**config.mk**
```make
export PLATFORM = sky130hd
export DESIGN_NAME = sram_host_ctrl
export DESIGN_NICKNAME = d
export VERILOG_FILES = /design/src/core/sram_pkg.sv /design/src/core/sram_cycle_timer.sv /design/src/core/sram_data_io.sv /design/src/core/sram_host_ctrl.sv
export VERILOG_INCLUDE_DIRS = /design/src /design/src/core
export SDC_FILE = /design/constraint.sdc
export NUM_CORES = 1
export LEC_CHECK = 0
export BUFFER_PORTS_ARGS = -buffer_cell sky130_fd_sc_hd__clkbuf_2
export CAP_MARGIN = 10
export CORE_MARGIN = 3
export CORE_UTILIZATION = 40
export DETAILED_ROUTE_END_ITERATION = 7
export PLACE_DENSITY = 0.66
export SLEW_MARGIN = 0
export SYNTH_ARGS = -nofsm -noshare
export SYNTH_HDL_FRONTEND = slang
export SYNTH_HIERARCHICAL = 1
export SYNTH_SLANG_ARGS = --single-unit
```
**constraint.sdc**
```tcl
create_clock -name clk -period 5.1 [get_ports clk]
set_clock_uncertainty 0.15 [all_clocks]
set_input_delay 0.255 -clock clk [delete_from_list [all_inputs] [get_ports clk]]
set_output_delay 0.255 -clock clk [all_outputs]
set_load 0.005 [all_outputs]
```
**src/core/sram_params.svh**
```systemverilog
// Constants for the host side of a 256K x 16 asynchronous static memory port.
// Assumes a 40 MHz controller clock; all figures are in ns unless noted.
`ifndef SRAM_PARAMS_SVH
`define SRAM_PARAMS_SVH

// ****************************************
// Geometry
// ****************************************
`define SRAM_ADDR_W          18
`define SRAM_DATA_W          16
`define SRAM_LANE_W          8

// ****************************************
// Clock
// ****************************************
`define SRAM_CLK_PERIOD_NS   25

// ****************************************
// Read timing, fast / slow grade
// ****************************************
`define SRAM_RD_PERIOD_FAST_NS    45
`define SRAM_RD_PERIOD_SLOW_NS    55
`define SRAM_ADDR_VALID_FAST_NS   45
`define SRAM_ADDR_VALID_SLOW_NS   55
`define SRAM_OE_VALID_FAST_NS     22
`define SRAM_OE_VALID_SLOW_NS     25
`define SRAM_LANE_VALID_FAST_NS   45
`define SRAM_LANE_VALID_SLOW_NS   55

// ****************************************
// Write timing, fast / slow grade
// ****************************************
`define SRAM_WR_PERIOD_FAST_NS    45
`define SRAM_WR_PERIOD_SLOW_NS    55
`define SRAM_WE_WIDTH_FAST_NS     35
`define SRAM_WE_WIDTH_SLOW_NS     40
`define SRAM_ADDR_END_FAST_NS     35
`define SRAM_ADDR_END_SLOW_NS     45
`define SRAM_LANE_END_FAST_NS     35
`define SRAM_LANE_END_SLOW_NS     45
`define SRAM_WE_FLOAT_FAST_NS     18
`define SRAM_WE_FLOAT_SLOW_NS     20
`define SRAM_DATA_SETUP_NS        25

// ****************************************
// Idle pin levels
// ****************************************
`define SRAM_LANES_OFF       2'h3
`define SRAM_BUS_IDLE        16'h0000

`endif

```
**src/core/sram_pkg.sv**
```systemverilog
// Types shared by the static memory host controller and its helpers.
// Widths come from sram_params.svh.
`include "sram_params.svh"

package sram_pkg;

  // ****************************************
  // Request from the user side
  // ****************************************
  typedef struct packed {
    logic                     write;
    logic [`SRAM_ADDR_W-1:0]  addr;
    logic [`SRAM_DATA_W-1:0]  wdata;
    logic [1:0]               lane_en;
  } req_t;

  // ****************************************
  // Control pins toward the memory
  // ****************************************
  typedef struct packed {
    logic [`SRAM_ADDR_W-1:0]  addr;
    logic                     select_low_active_n;
    logic                     select_high_active;
    logic                     write_strobe_n;
    logic                     output_strobe_n;
    logic                     upper_lane_sel_n;
    logic                     lower_lane_sel_n;
  } pins_t;

  typedef enum logic [4:0] {
    ST_IDLE   = 5'b00001,
    ST_WSETUP = 5'b00010,
    ST_WPULSE = 5'b00100,
    ST_WHOLD  = 5'b01000,
    ST_READ   = 5'b10000
  } state_t;

endpackage : sram_pkg

```
**src/core/sram_cycle_timer.sv**
```systemverilog
// Down counter that times strobe widths for the memory host controller.
// Assumes the caller loads it with the wanted count less one.
`timescale 1ns/100ps
`default_nettype none

module sram_cycle_timer #(
  parameter int W = 4
) (
  input  wire logic         clk,
  input  wire logic         rst,
  input  wire logic         load,
  input  wire logic [W-1:0] load_val,
  output logic              done
);

  logic [W-1:0] count_ff;

  always_ff @(posedge clk) begin
    if (rst) begin
      count_ff <= '0;
    end else if (load) begin
      count_ff <= load_val;
    end else if (count_ff != '0) begin
      count_ff <= count_ff - 1'b1;
    end
  end

  assign done = (count_ff == '0);

endmodule : sram_cycle_timer
`default_nettype wire

```
**src/core/sram_data_io.sv**
```systemverilog
// Data pin driver and read capture for the memory host controller.
// Assumes dq_in is synchronous to clk and the pins are joined outside.
`timescale 1ns/100ps
`default_nettype none
`include "sram_params.svh"

module sram_data_io (
  input  wire logic                    clk,
  input  wire logic                    rst,
  input  wire logic                    drive,
  input  wire logic [`SRAM_DATA_W-1:0] wdata,
  input  wire logic                    capture,
  input  wire logic [1:0]              lane_en,
  input  wire logic [`SRAM_DATA_W-1:0] dq_in,
  output logic      [`SRAM_DATA_W-1:0] dq_out,
  output logic                         dq_oe_n,
  output logic      [`SRAM_DATA_W-1:0] rdata
);

  always_ff @(posedge clk) begin
    if (rst) begin
      dq_out  <= `SRAM_BUS_IDLE;
      dq_oe_n <= 1'b1;
    end else begin
      dq_out  <= drive ? wdata : dq_out;
      dq_oe_n <= ~drive;
    end
  end

  // Lanes not read come back as zero, never as floating bus
  always_ff @(posedge clk) begin
    if (rst) begin
      rdata <= `SRAM_BUS_IDLE;
    end else if (capture) begin
      rdata <= {dq_in[15:8] & {`SRAM_LANE_W{lane_en[1]}},
                dq_in[7:0]  & {`SRAM_LANE_W{lane_en[0]}}};
    end
  end

endmodule : sram_data_io
`default_nettype wire

```
**src/core/sram_host_ctrl.sv**
```systemverilog
// Host controller for a 256K x 16 asynchronous static memory.
// Assumes one 40 MHz clock, synchronous inputs and an outside bus resolver.
//
// Summary of operation
// - Memory writes only while strobe, both selects and a lane select overlap.
// - All write controls are active before the write strobe falls.
// - Write data is set up 25 ns before and held after write end.
// - Write strobe stays high through every read.
// - Address is valid no later than the select falls.
// - Idle means selects off and both lane selects high.
// - Write strobe low at least data setup plus strobe-to-float time.
// - Address stable at least 35 or 45 ns before write end.
// - Address valid at write start and may change right at write end.
// - Lane select low at least 35 or 45 ns before write end.
`timescale 1ns/100ps
`default_nettype none
`include "sram_params.svh"

module sram_host_ctrl #(
  parameter bit FAST_GRADE = 1'b1,
  parameter int TIMER_W    = 4
) (
  input  wire logic                    clk,
  input  wire logic                    rst,
  input  wire logic                    req_valid,
  input  wire sram_pkg::req_t          req,
  output logic                         req_ready,
  output logic                         rsp_valid,
  output logic [`SRAM_DATA_W-1:0]      rdata,
  output sram_pkg::pins_t              pins,
  input  wire logic [`SRAM_DATA_W-1:0] dq_in,
  output logic [`SRAM_DATA_W-1:0]      dq_out,
  output logic                         dq_oe_n
);

  // ****************************************
  // Cycle counts
  // ****************************************
  function automatic int ceil_cyc(input int ns);
    int c;
    c = (ns + `SRAM_CLK_PERIOD_NS - 1) / `SRAM_CLK_PERIOD_NS;
    return (c < 1) ? 1 : c;
  endfunction : ceil_cyc

  function automatic int max2(input int a, input int b);
    return (a > b) ? a : b;
  endfunction : max2

  localparam int WE_W_NS  = FAST_GRADE ? `SRAM_WE_WIDTH_FAST_NS : `SRAM_WE_WIDTH_SLOW_NS;
  localparam int AW_NS    = FAST_GRADE ? `SRAM_ADDR_END_FAST_NS : `SRAM_ADDR_END_SLOW_NS;
  localparam int BW_NS    = FAST_GRADE ? `SRAM_LANE_END_FAST_NS : `SRAM_LANE_END_SLOW_NS;
  localparam int FLT_NS   = FAST_GRADE ? `SRAM_WE_FLOAT_FAST_NS : `SRAM_WE_FLOAT_SLOW_NS;
  localparam int WC_NS    = FAST_GRADE ? `SRAM_WR_PERIOD_FAST_NS : `SRAM_WR_PERIOD_SLOW_NS;
  localparam int AA_NS    = FAST_GRADE ? `SRAM_ADDR_VALID_FAST_NS : `SRAM_ADDR_VALID_SLOW_NS;
  localparam int DOE_NS   = FAST_GRADE ? `SRAM_OE_VALID_FAST_NS : `SRAM_OE_VALID_SLOW_NS;
  localparam int DBE_NS   = FAST_GRADE ? `SRAM_LANE_VALID_FAST_NS : `SRAM_LANE_VALID_SLOW_NS;
  localparam int RC_NS    = FAST_GRADE ? `SRAM_RD_PERIOD_FAST_NS : `SRAM_RD_PERIOD_SLOW_NS;

  // Strobe width covers setup, address, lane, data and float-time minimums
  localparam int PULSE_RAW = max2(max2(ceil_cyc(WE_W_NS), ceil_cyc(AW_NS)),
                                  max2(ceil_cyc(BW_NS),
                                       ceil_cyc(`SRAM_DATA_SETUP_NS + FLT_NS)));
  // A write spans setup + pulse + hold cycles
  localparam int PULSE_CYC = max2(PULSE_RAW, ceil_cyc(WC_NS) - 2);
  localparam int READ_CYC  = max2(max2(ceil_cyc(AA_NS), ceil_cyc(DOE_NS)),
                                  max2(ceil_cyc(DBE_NS), ceil_cyc(RC_NS)));

  // ****************************************
  // Sequencer
  // ****************************************
  sram_pkg::state_t state_ff;
  sram_pkg::state_t nxt_state;
  sram_pkg::req_t   req_ff;
  logic             timer_done;
  logic             timer_load;
  logic [TIMER_W-1:0] timer_val;

  assign req_ready = (state_ff == sram_pkg::ST_IDLE);

  always_comb begin
    nxt_state = state_ff;
    case (state_ff)
      sram_pkg::ST_IDLE: begin
        if (req_valid) begin
          nxt_state = req.write ? sram_pkg::ST_WSETUP : sram_pkg::ST_READ;
        end
      end
      sram_pkg::ST_WSETUP: begin
        nxt_state = sram_pkg::ST_WPULSE;
      end
      sram_pkg::ST_WPULSE: begin
        if (timer_done) begin
          nxt_state = sram_pkg::ST_WHOLD;
        end
      end
      sram_pkg::ST_WHOLD: begin
        nxt_state = sram_pkg::ST_IDLE;
      end
      sram_pkg::ST_READ: begin
        if (timer_done) begin
          nxt_state = sram_pkg::ST_IDLE;
        end
      end
      default: begin
        nxt_state = sram_pkg::ST_IDLE;
      end
    endcase
  end

  always_ff @(posedge clk) begin
    if (rst) begin
      state_ff <= sram_pkg::ST_IDLE;
    end else begin
      state_ff <= nxt_state;
    end
  end

  always_ff @(posedge clk) begin
    if (rst) begin
      req_ff <= '0;
    end else if (req_ready && req_valid) begin
      req_ff <= req;
    end
  end

  // Timer reloads on entry to each timed state
  assign timer_load = (state_ff == sram_pkg::ST_WSETUP) ||
                      (req_ready && req_valid && !req.write);
  assign timer_val  = (state_ff == sram_pkg::ST_WSETUP) ?
                      TIMER_W'(PULSE_CYC - 1) : TIMER_W'(READ_CYC - 1);

  sram_cycle_timer #(
    .W (TIMER_W)
  ) u_timer (
    .clk      (clk),
    .rst      (rst),
    .load     (timer_load),
    .load_val (timer_val),
    .done     (timer_done)
  );

  // ****************************************
  // Control pins
  // ****************************************
  sram_pkg::req_t nxt_cur;
  logic           nxt_sel;
  logic           nxt_we;
  logic           nxt_rd;

  assign nxt_cur = (req_ready && req_valid) ? req : req_ff;
  // Address and selects move together, so address never trails select
  assign nxt_sel = (nxt_state != sram_pkg::ST_IDLE);
  // No lane enabled: strobe stays high, so the cycle stores nothing
  assign nxt_we  = (nxt_state == sram_pkg::ST_WPULSE) &&
                   (nxt_cur.lane_en != 2'h0);
  assign nxt_rd  = (nxt_state == sram_pkg::ST_READ);

  always_ff @(posedge clk) begin
    if (rst) begin
      pins.addr                <= '0;
      pins.select_low_active_n <= 1'b1;
      pins.select_high_active  <= 1'b0;
      pins.write_strobe_n      <= 1'b1;
      pins.output_strobe_n     <= 1'b1;
      pins.upper_lane_sel_n    <= 1'b1;
      pins.lower_lane_sel_n    <= 1'b1;
    end else begin
      pins.addr                <= nxt_sel ? nxt_cur.addr : pins.addr;
      pins.select_low_active_n <= ~nxt_sel;
      pins.select_high_active  <= nxt_sel;
      pins.write_strobe_n      <= ~nxt_we;
      pins.output_strobe_n     <= ~nxt_rd;
      pins.upper_lane_sel_n    <= ~(nxt_sel & nxt_cur.lane_en[1]);
      pins.lower_lane_sel_n    <= ~(nxt_sel & nxt_cur.lane_en[0]);
    end
  end

  // ****************************************
  // Data pins and response
  // ****************************************
  logic drive_data;
  logic capture;

  // Read ends in idle, so the memory has a full cycle to float first
  assign drive_data = (nxt_state == sram_pkg::ST_WSETUP) ||
                      (nxt_state == sram_pkg::ST_WPULSE) ||
                      (nxt_state == sram_pkg::ST_WHOLD);
  // Sample on the edge that ends the access time
  assign capture = (state_ff == sram_pkg::ST_READ) && timer_done;

  sram_data_io u_data (
    .clk     (clk),
    .rst     (rst),
    .drive   (drive_data),
    .wdata   (nxt_cur.wdata),
    .capture (capture),
    .lane_en (req_ff.lane_en),
    .dq_in   (dq_in),
    .dq_out  (dq_out),
    .dq_oe_n (dq_oe_n),
    .rdata   (rdata)
  );

  always_ff @(posedge clk) begin
    if (rst) begin
      rsp_valid <= 1'b0;
    end else begin
      rsp_valid <= capture || (state_ff == sram_pkg::ST_WHOLD);
    end
  end

  // ****************************************
  // Checks
  // ****************************************
  localparam int RD_LAST = READ_CYC - 1;
  logic [TIMER_W-1:0] we_low_ff;

  always_ff @(posedge clk) begin
    if (rst) begin
      we_low_ff <= '0;
    end else if (!pins.write_strobe_n) begin
      we_low_ff <= we_low_ff + 1'b1;
    end else begin
      we_low_ff <= '0;
    end
  end

  property p_write_overlap;
    @(posedge clk) disable iff (rst)
      !pins.write_strobe_n |-> !pins.select_low_active_n && pins.select_high_active &&
        !(pins.upper_lane_sel_n && pins.lower_lane_sel_n);
  endproperty
  a_write_overlap: assert property (p_write_overlap)
    else $error("write strobe low outside full select overlap");

  property p_controls_first;
    @(posedge clk) disable iff (rst)
      $fell(pins.write_strobe_n) |-> $past(!pins.select_low_active_n) &&
        $past(pins.select_high_active) && $past(!dq_oe_n);
  endproperty
  a_controls_first: assert property (p_controls_first)
    else $error("write strobe fell before selects and data were set");

  property p_data_setup;
    @(posedge clk) disable iff (rst)
      $rose(pins.write_strobe_n) |-> !dq_oe_n && $stable(dq_out) && $past(!dq_oe_n, 2);
  endproperty
  a_data_setup: assert property (p_data_setup)
    else $error("write data not held across write end");

  property p_read_we_high;
    @(posedge clk) disable iff (rst)
      !pins.output_strobe_n |-> pins.write_strobe_n && dq_oe_n;
  endproperty
  a_read_we_high: assert property (p_read_we_high)
    else $error("write strobe or host drive active during read");

  property p_addr_stable;
    @(posedge clk) disable iff (rst)
      (!pins.select_low_active_n && $past(!pins.select_low_active_n)) |-> $stable(pins.addr);
  endproperty
  a_addr_stable: assert property (p_addr_stable)
    else $error("address changed while selected");

  property p_idle_deselect;
    @(posedge clk) disable iff (rst)
      (state_ff == sram_pkg::ST_IDLE) |-> pins.select_low_active_n &&
        pins.upper_lane_sel_n && pins.lower_lane_sel_n;
  endproperty
  a_idle_deselect: assert property (p_idle_deselect)
    else $error("memory left selected while idle");

  property p_we_width;
    @(posedge clk) disable iff (rst)
      $rose(pins.write_strobe_n) |-> we_low_ff == TIMER_W'(PULSE_CYC);
  endproperty
  a_we_width: assert property (p_we_width)
    else $error("write strobe width wrong");

  property p_lane_stable;
    @(posedge clk) disable iff (rst)
      !pins.write_strobe_n |-> $stable(pins.upper_lane_sel_n) &&
        $stable(pins.lower_lane_sel_n);
  endproperty
  a_lane_stable: assert property (p_lane_stable)
    else $error("lane select moved during write strobe");

  property p_read_time;
    @(posedge clk) disable iff (rst)
      $fell(pins.output_strobe_n) |-> ##RD_LAST !pins.output_strobe_n ##1
        pins.output_strobe_n && rsp_valid;
  endproperty
  a_read_time: assert property (p_read_time)
    else $error("read access time or response wrong");

  c_write: cover property (@(posedge clk) disable iff (rst)
    $rose(pins.write_strobe_n) ##2 rsp_valid);
  c_read: cover property (@(posedge clk) disable iff (rst)
    capture && req_ff.lane_en == 2'h3);
  c_byte_read: cover property (@(posedge clk) disable iff (rst)
    capture && req_ff.lane_en == 2'h2);
  c_back_to_back: cover property (@(posedge clk) disable iff (rst)
    rsp_valid && req_valid && req_ready);

endmodule : sram_host_ctrl
`default_nettype wire

```
Yosys cells after proc, flatten, opt, wreduce, memory -nomap -nowiden
Cells that the tools add are included.
{"block": "word_totals", "regBits": 103, "memories": 0, "latchBits": 0, "mem_bits_ro": 0, "ram_bits": 0, "input_bits": 56, "out_inout_bits": 59}
{"block": "classes", "n_addsub": 1, "eq_ne": 10, "n_mux": 8, "n_shift": 0, "multipliers": 0, "n_div": 0, "reduce_logical": 14, "n_lt_le_gt_ge": 0, "bitwise": 10}
{"cell": "2-to-1 mux 36 bit", "n": 1}
{"cell": "2-to-1 mux 5 bit", "n": 4}
{"cell": "case mux 5 bit (4 select lines)", "n": 1}
{"cell": "AND 8 bit", "n": 2}
{"cell": "equality test 5 x 2 -> 1 bit, second input constant", "n": 2}
{"cell": "equality test 5 x 3 -> 1 bit, second input constant", "n": 2}
{"cell": "equality test 5 x 4 -> 1 bit, second input constant", "n": 2}
{"cell": "equality test 5 bit, second input constant", "n": 2}
{"cell": "NOT 1 bit", "n": 6}
{"cell": "equality test 5 x 1 -> 1 bit, second input constant", "n": 1}
{"cell": "!= test 5 x 1 -> 1 bit, second input constant", "n": 1}
{"cell": "logical AND 1 bit", "n": 4}
{"cell": "zero test 4 bit", "n": 1}
{"cell": "logical OR 1 bit", "n": 4}
{"cell": "nonzero test 2 bit", "n": 2}
{"cell": "nonzero test 4 bit", "n": 1}
{"cell": "subtractor 4 x 1 -> 4 bit, second input constant", "n": 1}
{"cell": "AND 1 bit", "n": 2}
{"cell": "2-to-1 mux 1 bit", "n": 2}
{"cell": "OR reduction 2 bit", "n": 1}
{"cell": "zero test 1 bit", "n": 1}

Depth between registers and ports, before layout
{"block": "logic_depth", "depth_word": 7, "mapped_depth": 9, "ltp_nobuf": 7}

By module
The synthesis kept the hierarchy.
{"mod": "sram_host_ctrl", "seq_area_each_um2": 1321.3, "instances": 1, "area_per_inst_um2": 2760.1, "cells_per_inst": 256}
{"mod": "sram_data_io", "seq_area_each_um2": 660.6, "instances": 1, "area_per_inst_um2": 1229.9, "cells_per_inst": 125}
{"mod": "sram_cycle_timer", "seq_area_each_um2": 80.1, "instances": 1, "area_per_inst_um2": 229.0, "cells_per_inst": 24}

Least setup slack after synthesis
OpenSTA, ideal clock, no wires.
{"block": "synth_timing", "path_type": "register to register", "startpoint": "register u_timer.count_ff[0]", "endpoint": "register pins[10] (netlist name)", "setup_time_ps": 123, "n_path_buf": 1, "path_slack_ps": 3052, "stages_incl_launch_ff": 9, "synth_period_minus_slack_ps": 2048, "required_ps": 4827, "arrival_time_ps": 1774, "cell_sequence": "dfxtp_1 -> inv_1 -> ha_1 -> nor3b_4 -> or2_2 -> mux2i_1 -> o31ai_2 -> buf_6 -> mux2_1"}
{"block": "synth_via", "elab_chain_len": 4}
{"element": "start: declaration", "line_no": "sram_cycle_timer.sv:16", "source": "logic [W-1:0] count_ff;"}
{"element": "start signal: assignment", "line_no": "sram_cycle_timer.sv:22", "source": "count_ff <= load_val;"}
{"element": "start signal: assignment", "line_no": "sram_cycle_timer.sv:24", "source": "count_ff <= count_ff - 1'b1;"}
{"element": "zero test 4 bit (*)", "line_no": "sram_cycle_timer.sv:28", "source": "assign done = (count_ff == '0);"}
{"element": "named net timer_done", "line_no": "sram_host_ctrl.sv:74", "source": "logic timer_done;"}
{"element": "2-to-1 mux 5 bit (on tied branches)", "line_no": "sram_host_ctrl.sv:100, sram_host_ctrl.sv:92"}
{"element": "case mux 5 bit (4 select lines) (*)", "line_no": "sram_host_ctrl.sv:82", "source": "case (state_ff)"}
{"element": "!= test 5 x 1 -> 1 bit (*)", "line_no": "sram_host_ctrl.sv:152", "source": "assign nxt_sel = (nxt_state != sram_pkg::ST_IDLE);"}
{"element": "end: declaration", "line_no": "sram_host_ctrl.sv:30", "source": "output sram_pkg::pins_t pins,"}
The timed path passes the listed nets; every way through them passes the cells marked *.
A chain may end at the register's enable or synchronous reset.

Final worst setup path
{"block": "layout_timing", "startpoint": "register u_timer.count_ff[0]", "endpoint": "register u_data.rdata[14]"}
{"block": "layout_via", "elab_chain_len": 2}
{"element": "zero test 4 bit", "line_no": "sram_cycle_timer.sv:28"}
{"element": "named net timer_done", "line_no": "sram_host_ctrl.sv:74"}
{"element": "logical AND 1 bit", "line_no": "sram_host_ctrl.sv:189", "source": "assign capture = (state_ff == sram_pkg::ST_READ) && timer_done;"}
{"element": "named net capture", "line_no": "sram_host_ctrl.sv:182", "source": "logic capture;"}
{"element": "end signal: assignment", "line_no": "sram_data_io.sv:33", "source": "rdata <= `SRAM_BUS_IDLE;"}
{"element": "end signal: assignment", "line_no": "sram_data_io.sv:35", "source": "rdata <= {dq_in[15:8] & {`SRAM_LANE_W{lane_en[1]}},"}
{"element": "end: declaration", "line_no": "sram_data_io.sv:17", "source": "output logic [`SRAM_DATA_W-1:0] rdata"}
The timed path passes the listed nets, and every way through them passes these cells.

==> results.yml <==
setup_path:
  start_kind: "flop"
  required_ps: 5230
  cp_top_family: "simple AND/OR/NAND/NOR gates"
  cp.depth: 6
  crit_type: "reg2reg"
  crit_fanout: 32
  path_cells: "inv_1, ha_1, nor3b_4, and3_1, nand3_1, a21oi_1"
  cpPeakStageDelay_ps: 820
  reg2reg_depth: 6
  crit_buf_inv: 1
  arrival_ps: 2530
  critPathLaunch: "u_timer/count_ff[0]"
  endpoint_kind: "flop"
  cp_slowest_cell: "and3_1"
  timing.rr.start: "u_timer/count_ff[0]"
clocking:
  h-tree-depth: 3
  cts_buffer_depth: 2
  cts-root-buf: "clkbuf_8"
  clock-sinks: 103
  clk_latency_ps: 350
  path_clk_slew_ps: 90
  cts_resized: 0
  cts_made_buffers: 9
  cts_tree: "done"
global_route:
  grt_pass1_wl_microns: 14240
  grt_overflow: 0
  antenna_found_initial: 0
  grt_pass1_vias: 3111
  track_usage_pct: 15.04
  grt_max_degree: 122
yosys:
  synthCells: 405
  synthMuxAreaShare_pct: 18.36
  yosysUniqueCellTypes: 39
  synth_edf_count: 0
  yosys_warnings: 6
  synth-seq-cells: 103
  avgSynthCellArea_sq_um: 10.42
  synthAdderAreaFrac_pct: 0.2966
  yosys.area_share.simple_pct: 23.70
  synth_xor_area_share_pct: 0.4152
  synth_top_family_by_area: "simple AND/OR/NAND/NOR gates"
  synth-seq-area-share_pct: 48.87
  synthFlopType: "dfxtp_1"
  synth_compound_area_share_pct: 3.321
  syn_area_sq_mm: 0.004219
  ys_async_sr_fraction_pct: 0
layout:
  syn2layout_area_growth_pct: 25.36
  layout.cells.most_common_list: "clkbuf_2 (113), dfxtp_1 (103), nand2b_1 (53)"
  fin_nets: 593
  layout.cells.non_filler: 674
  drive_gt1_share_pct: 30.13
  final_core_util_pct: 52.89
  insertedDiodeCount: 0
  layout.cells.most_common: "clkbuf_2"
drt:
  wl_per_cell_microns: 12.93
  antenna_left: 0
  viasPerCell: 4.677
  route.detailed.drc: 0
  drt-pass1-iter-count: 4
  num_vias: 3152
  drtIter0Drc: 164
  routed_wl_microns: 8716
sta:
  rsz0062_at_grt: "no"
  max_freq_mhz: 415.9
  fin_crit_ps: 2405
  post-route-period-util_pct: 47.15
  fin_ws_ps: 2695
  worst_pin_slew_ps: 1051
  hold_violations: 0
  slew_violations: 0
  hold_ws_ps: 15.28
  tns_ps: 0
  setup_viol: 0
  slew-limit-headroom_pct: 29.96
power_and_ir_drop:
  p_sw_share_pct: 27.54
  power.switching_uw: 478.2
  p_comb_share_pct: 20.5
  power_frac_seq_pct: 52.2
  p_leak_uw: 0.002316
  clock_power_share_pct: 27.3
  intPower_uw: 1258
  max-vdd-ir-drop_mv: 0.1758
  power.density_mw_per_mm2: 328.3
floorplan:
  coreArea_sq_mm: 0.01000
  pin_count: 115
  rows: 36
  die_x_microns: 108.7
  die_height_microns: 108.7
  start_util_pct: 42.19
  die_area_sq_mm: 0.01182
worst_hold_path:
  worstHoldPathCells: 3
  hold_start: "dq_in[2]"
  hold_path_class: "in2reg"
outcome:
  status: "finished clean"
placed_design:
  hpwl_microns: 5659
  numPortBuffers: 114
  place_congestion: 0.7416
  placedCellCount: 628
  pre_cts_ws_ps: 2669
flow_run:
  cap_violations: 0
[layout make-up]
| cell class | instances | area [sq um] |
|---|---|---|
| sequential | 103 | 2062 |
| multi-input combinational | 273 | 1973 |
| tap | 133 | 166.4 |
| inverter | 2 | 7.507 |
| fill | 924 | 4711 |
| timing repair buffer | 147 | 895.9 |
| clock buffer | 11 | 141.4 |
| clock inverter | 5 | 42.54 |
[power by group through the flow]
stage / Sequential, uW / Clock (uW) / Combinational (uW)
after floorplan: 916 / 0 / 267
after global placement: 923 / 0 / 334
after detailed placement: 925 / 0 / 341
after CTS: 907 / 494 / 361
after global routing: 915 / 526 / 398
final: 906 / 474 / 356
[through the flow]
step / cell area [sq um] / power [uW]
3_3_place_gp: 4805 / 1257
3_5_place_dp: 4805 / 1266
5_1_grt: 5289 / 1839
2_1_floorplan: 4227 / 1182
6_report: 5289 / 1736
4_1_cts: 5289 / 1762
[worst reg2reg max path: stages (launching register included)]
cell and delay, ps:
dfxtp_1 320, inv_1 90, ha_1 190, nor3b_4 390, and3_1 820, nand3_1 190, a21oi_1 180
[cell families after synthesis]
group	Yosys count
other	2
adder cells (fa/ha/maj)	1
AO/OA/AOI/OAI	24
multiplexers	73
flip-flops	103
buffers and inverters	31
XOR/XNOR	2
AND/OR/NAND/NOR	169
[final timing paths]
| path | end | slack, ps |
|---|---|---|
| max | u_data/rdata[14] | 2700 |
| min | u_data/rdata[2] | 20 |
| max reg2reg | u_data/rdata[14] | 2700 |
| min reg2reg | u_data/rdata[3] | 320 |
[registers in the layout, summed over array words and instances (netlist names)]
name	cells
u_data/rdata	16
u_timer/count_ff	4
u_data/dq_oe_n	1
req_ff	36
state_ff	5
u_data/dq_out	16
rsp_valid	1
pins	24
[Yosys cell counts (2+ instances only)]
cell type / number / area, sq um
nand2b_1: 53 / 331.6
inv_1: 2 / 7.510
nor3_2: 2 / 20.02
nor4_1: 2 / 12.51
nand3_1: 16 / 80.08
clkbuf_1: 11 / 41.29
mux2i_1: 38 / 380.4
nor3_1: 7 / 35.03
buf_2: 7 / 35.03
nand2_1: 7 / 26.28
a21oi_1: 17 / 85.08
buf_4: 3 / 22.52
or2_2: 4 / 25.02
nor3b_1: 3 / 22.52
or3_1: 2 / 12.51
mux2_2: 19 / 214.0
conb_1: 2 / 7.510
xnor2_1: 2 / 17.52
nor2_1: 24 / 90.09
o22ai_1: 3 / 18.77
nor2b_1: 40 / 250.2
dfxtp_1: 103 / 2062
buf_6: 7 / 78.83
mux2_1: 16 / 180.2
[routing by layer]
layer | vias up | track usage (%) | wire, microns | part of all wire [%]
li1 | 1598 | - | - | -
met1 | 1461 | 18.00 | 3894 | 45
met2 | 88 | 25.77 | 4113 | 47
met3 | 5 | 5.329 | 639 | 7.3
met4 | 0 | 3.697 | 68 | 0.78
met5 | - | 0 | 0 | 0
[repair_timing]
item,in CTS,in global routing
hold buffers,30,0
endpoints found under the hold margin,30,0
setup buffers,0,0
(Power assumes the default switching activity.)
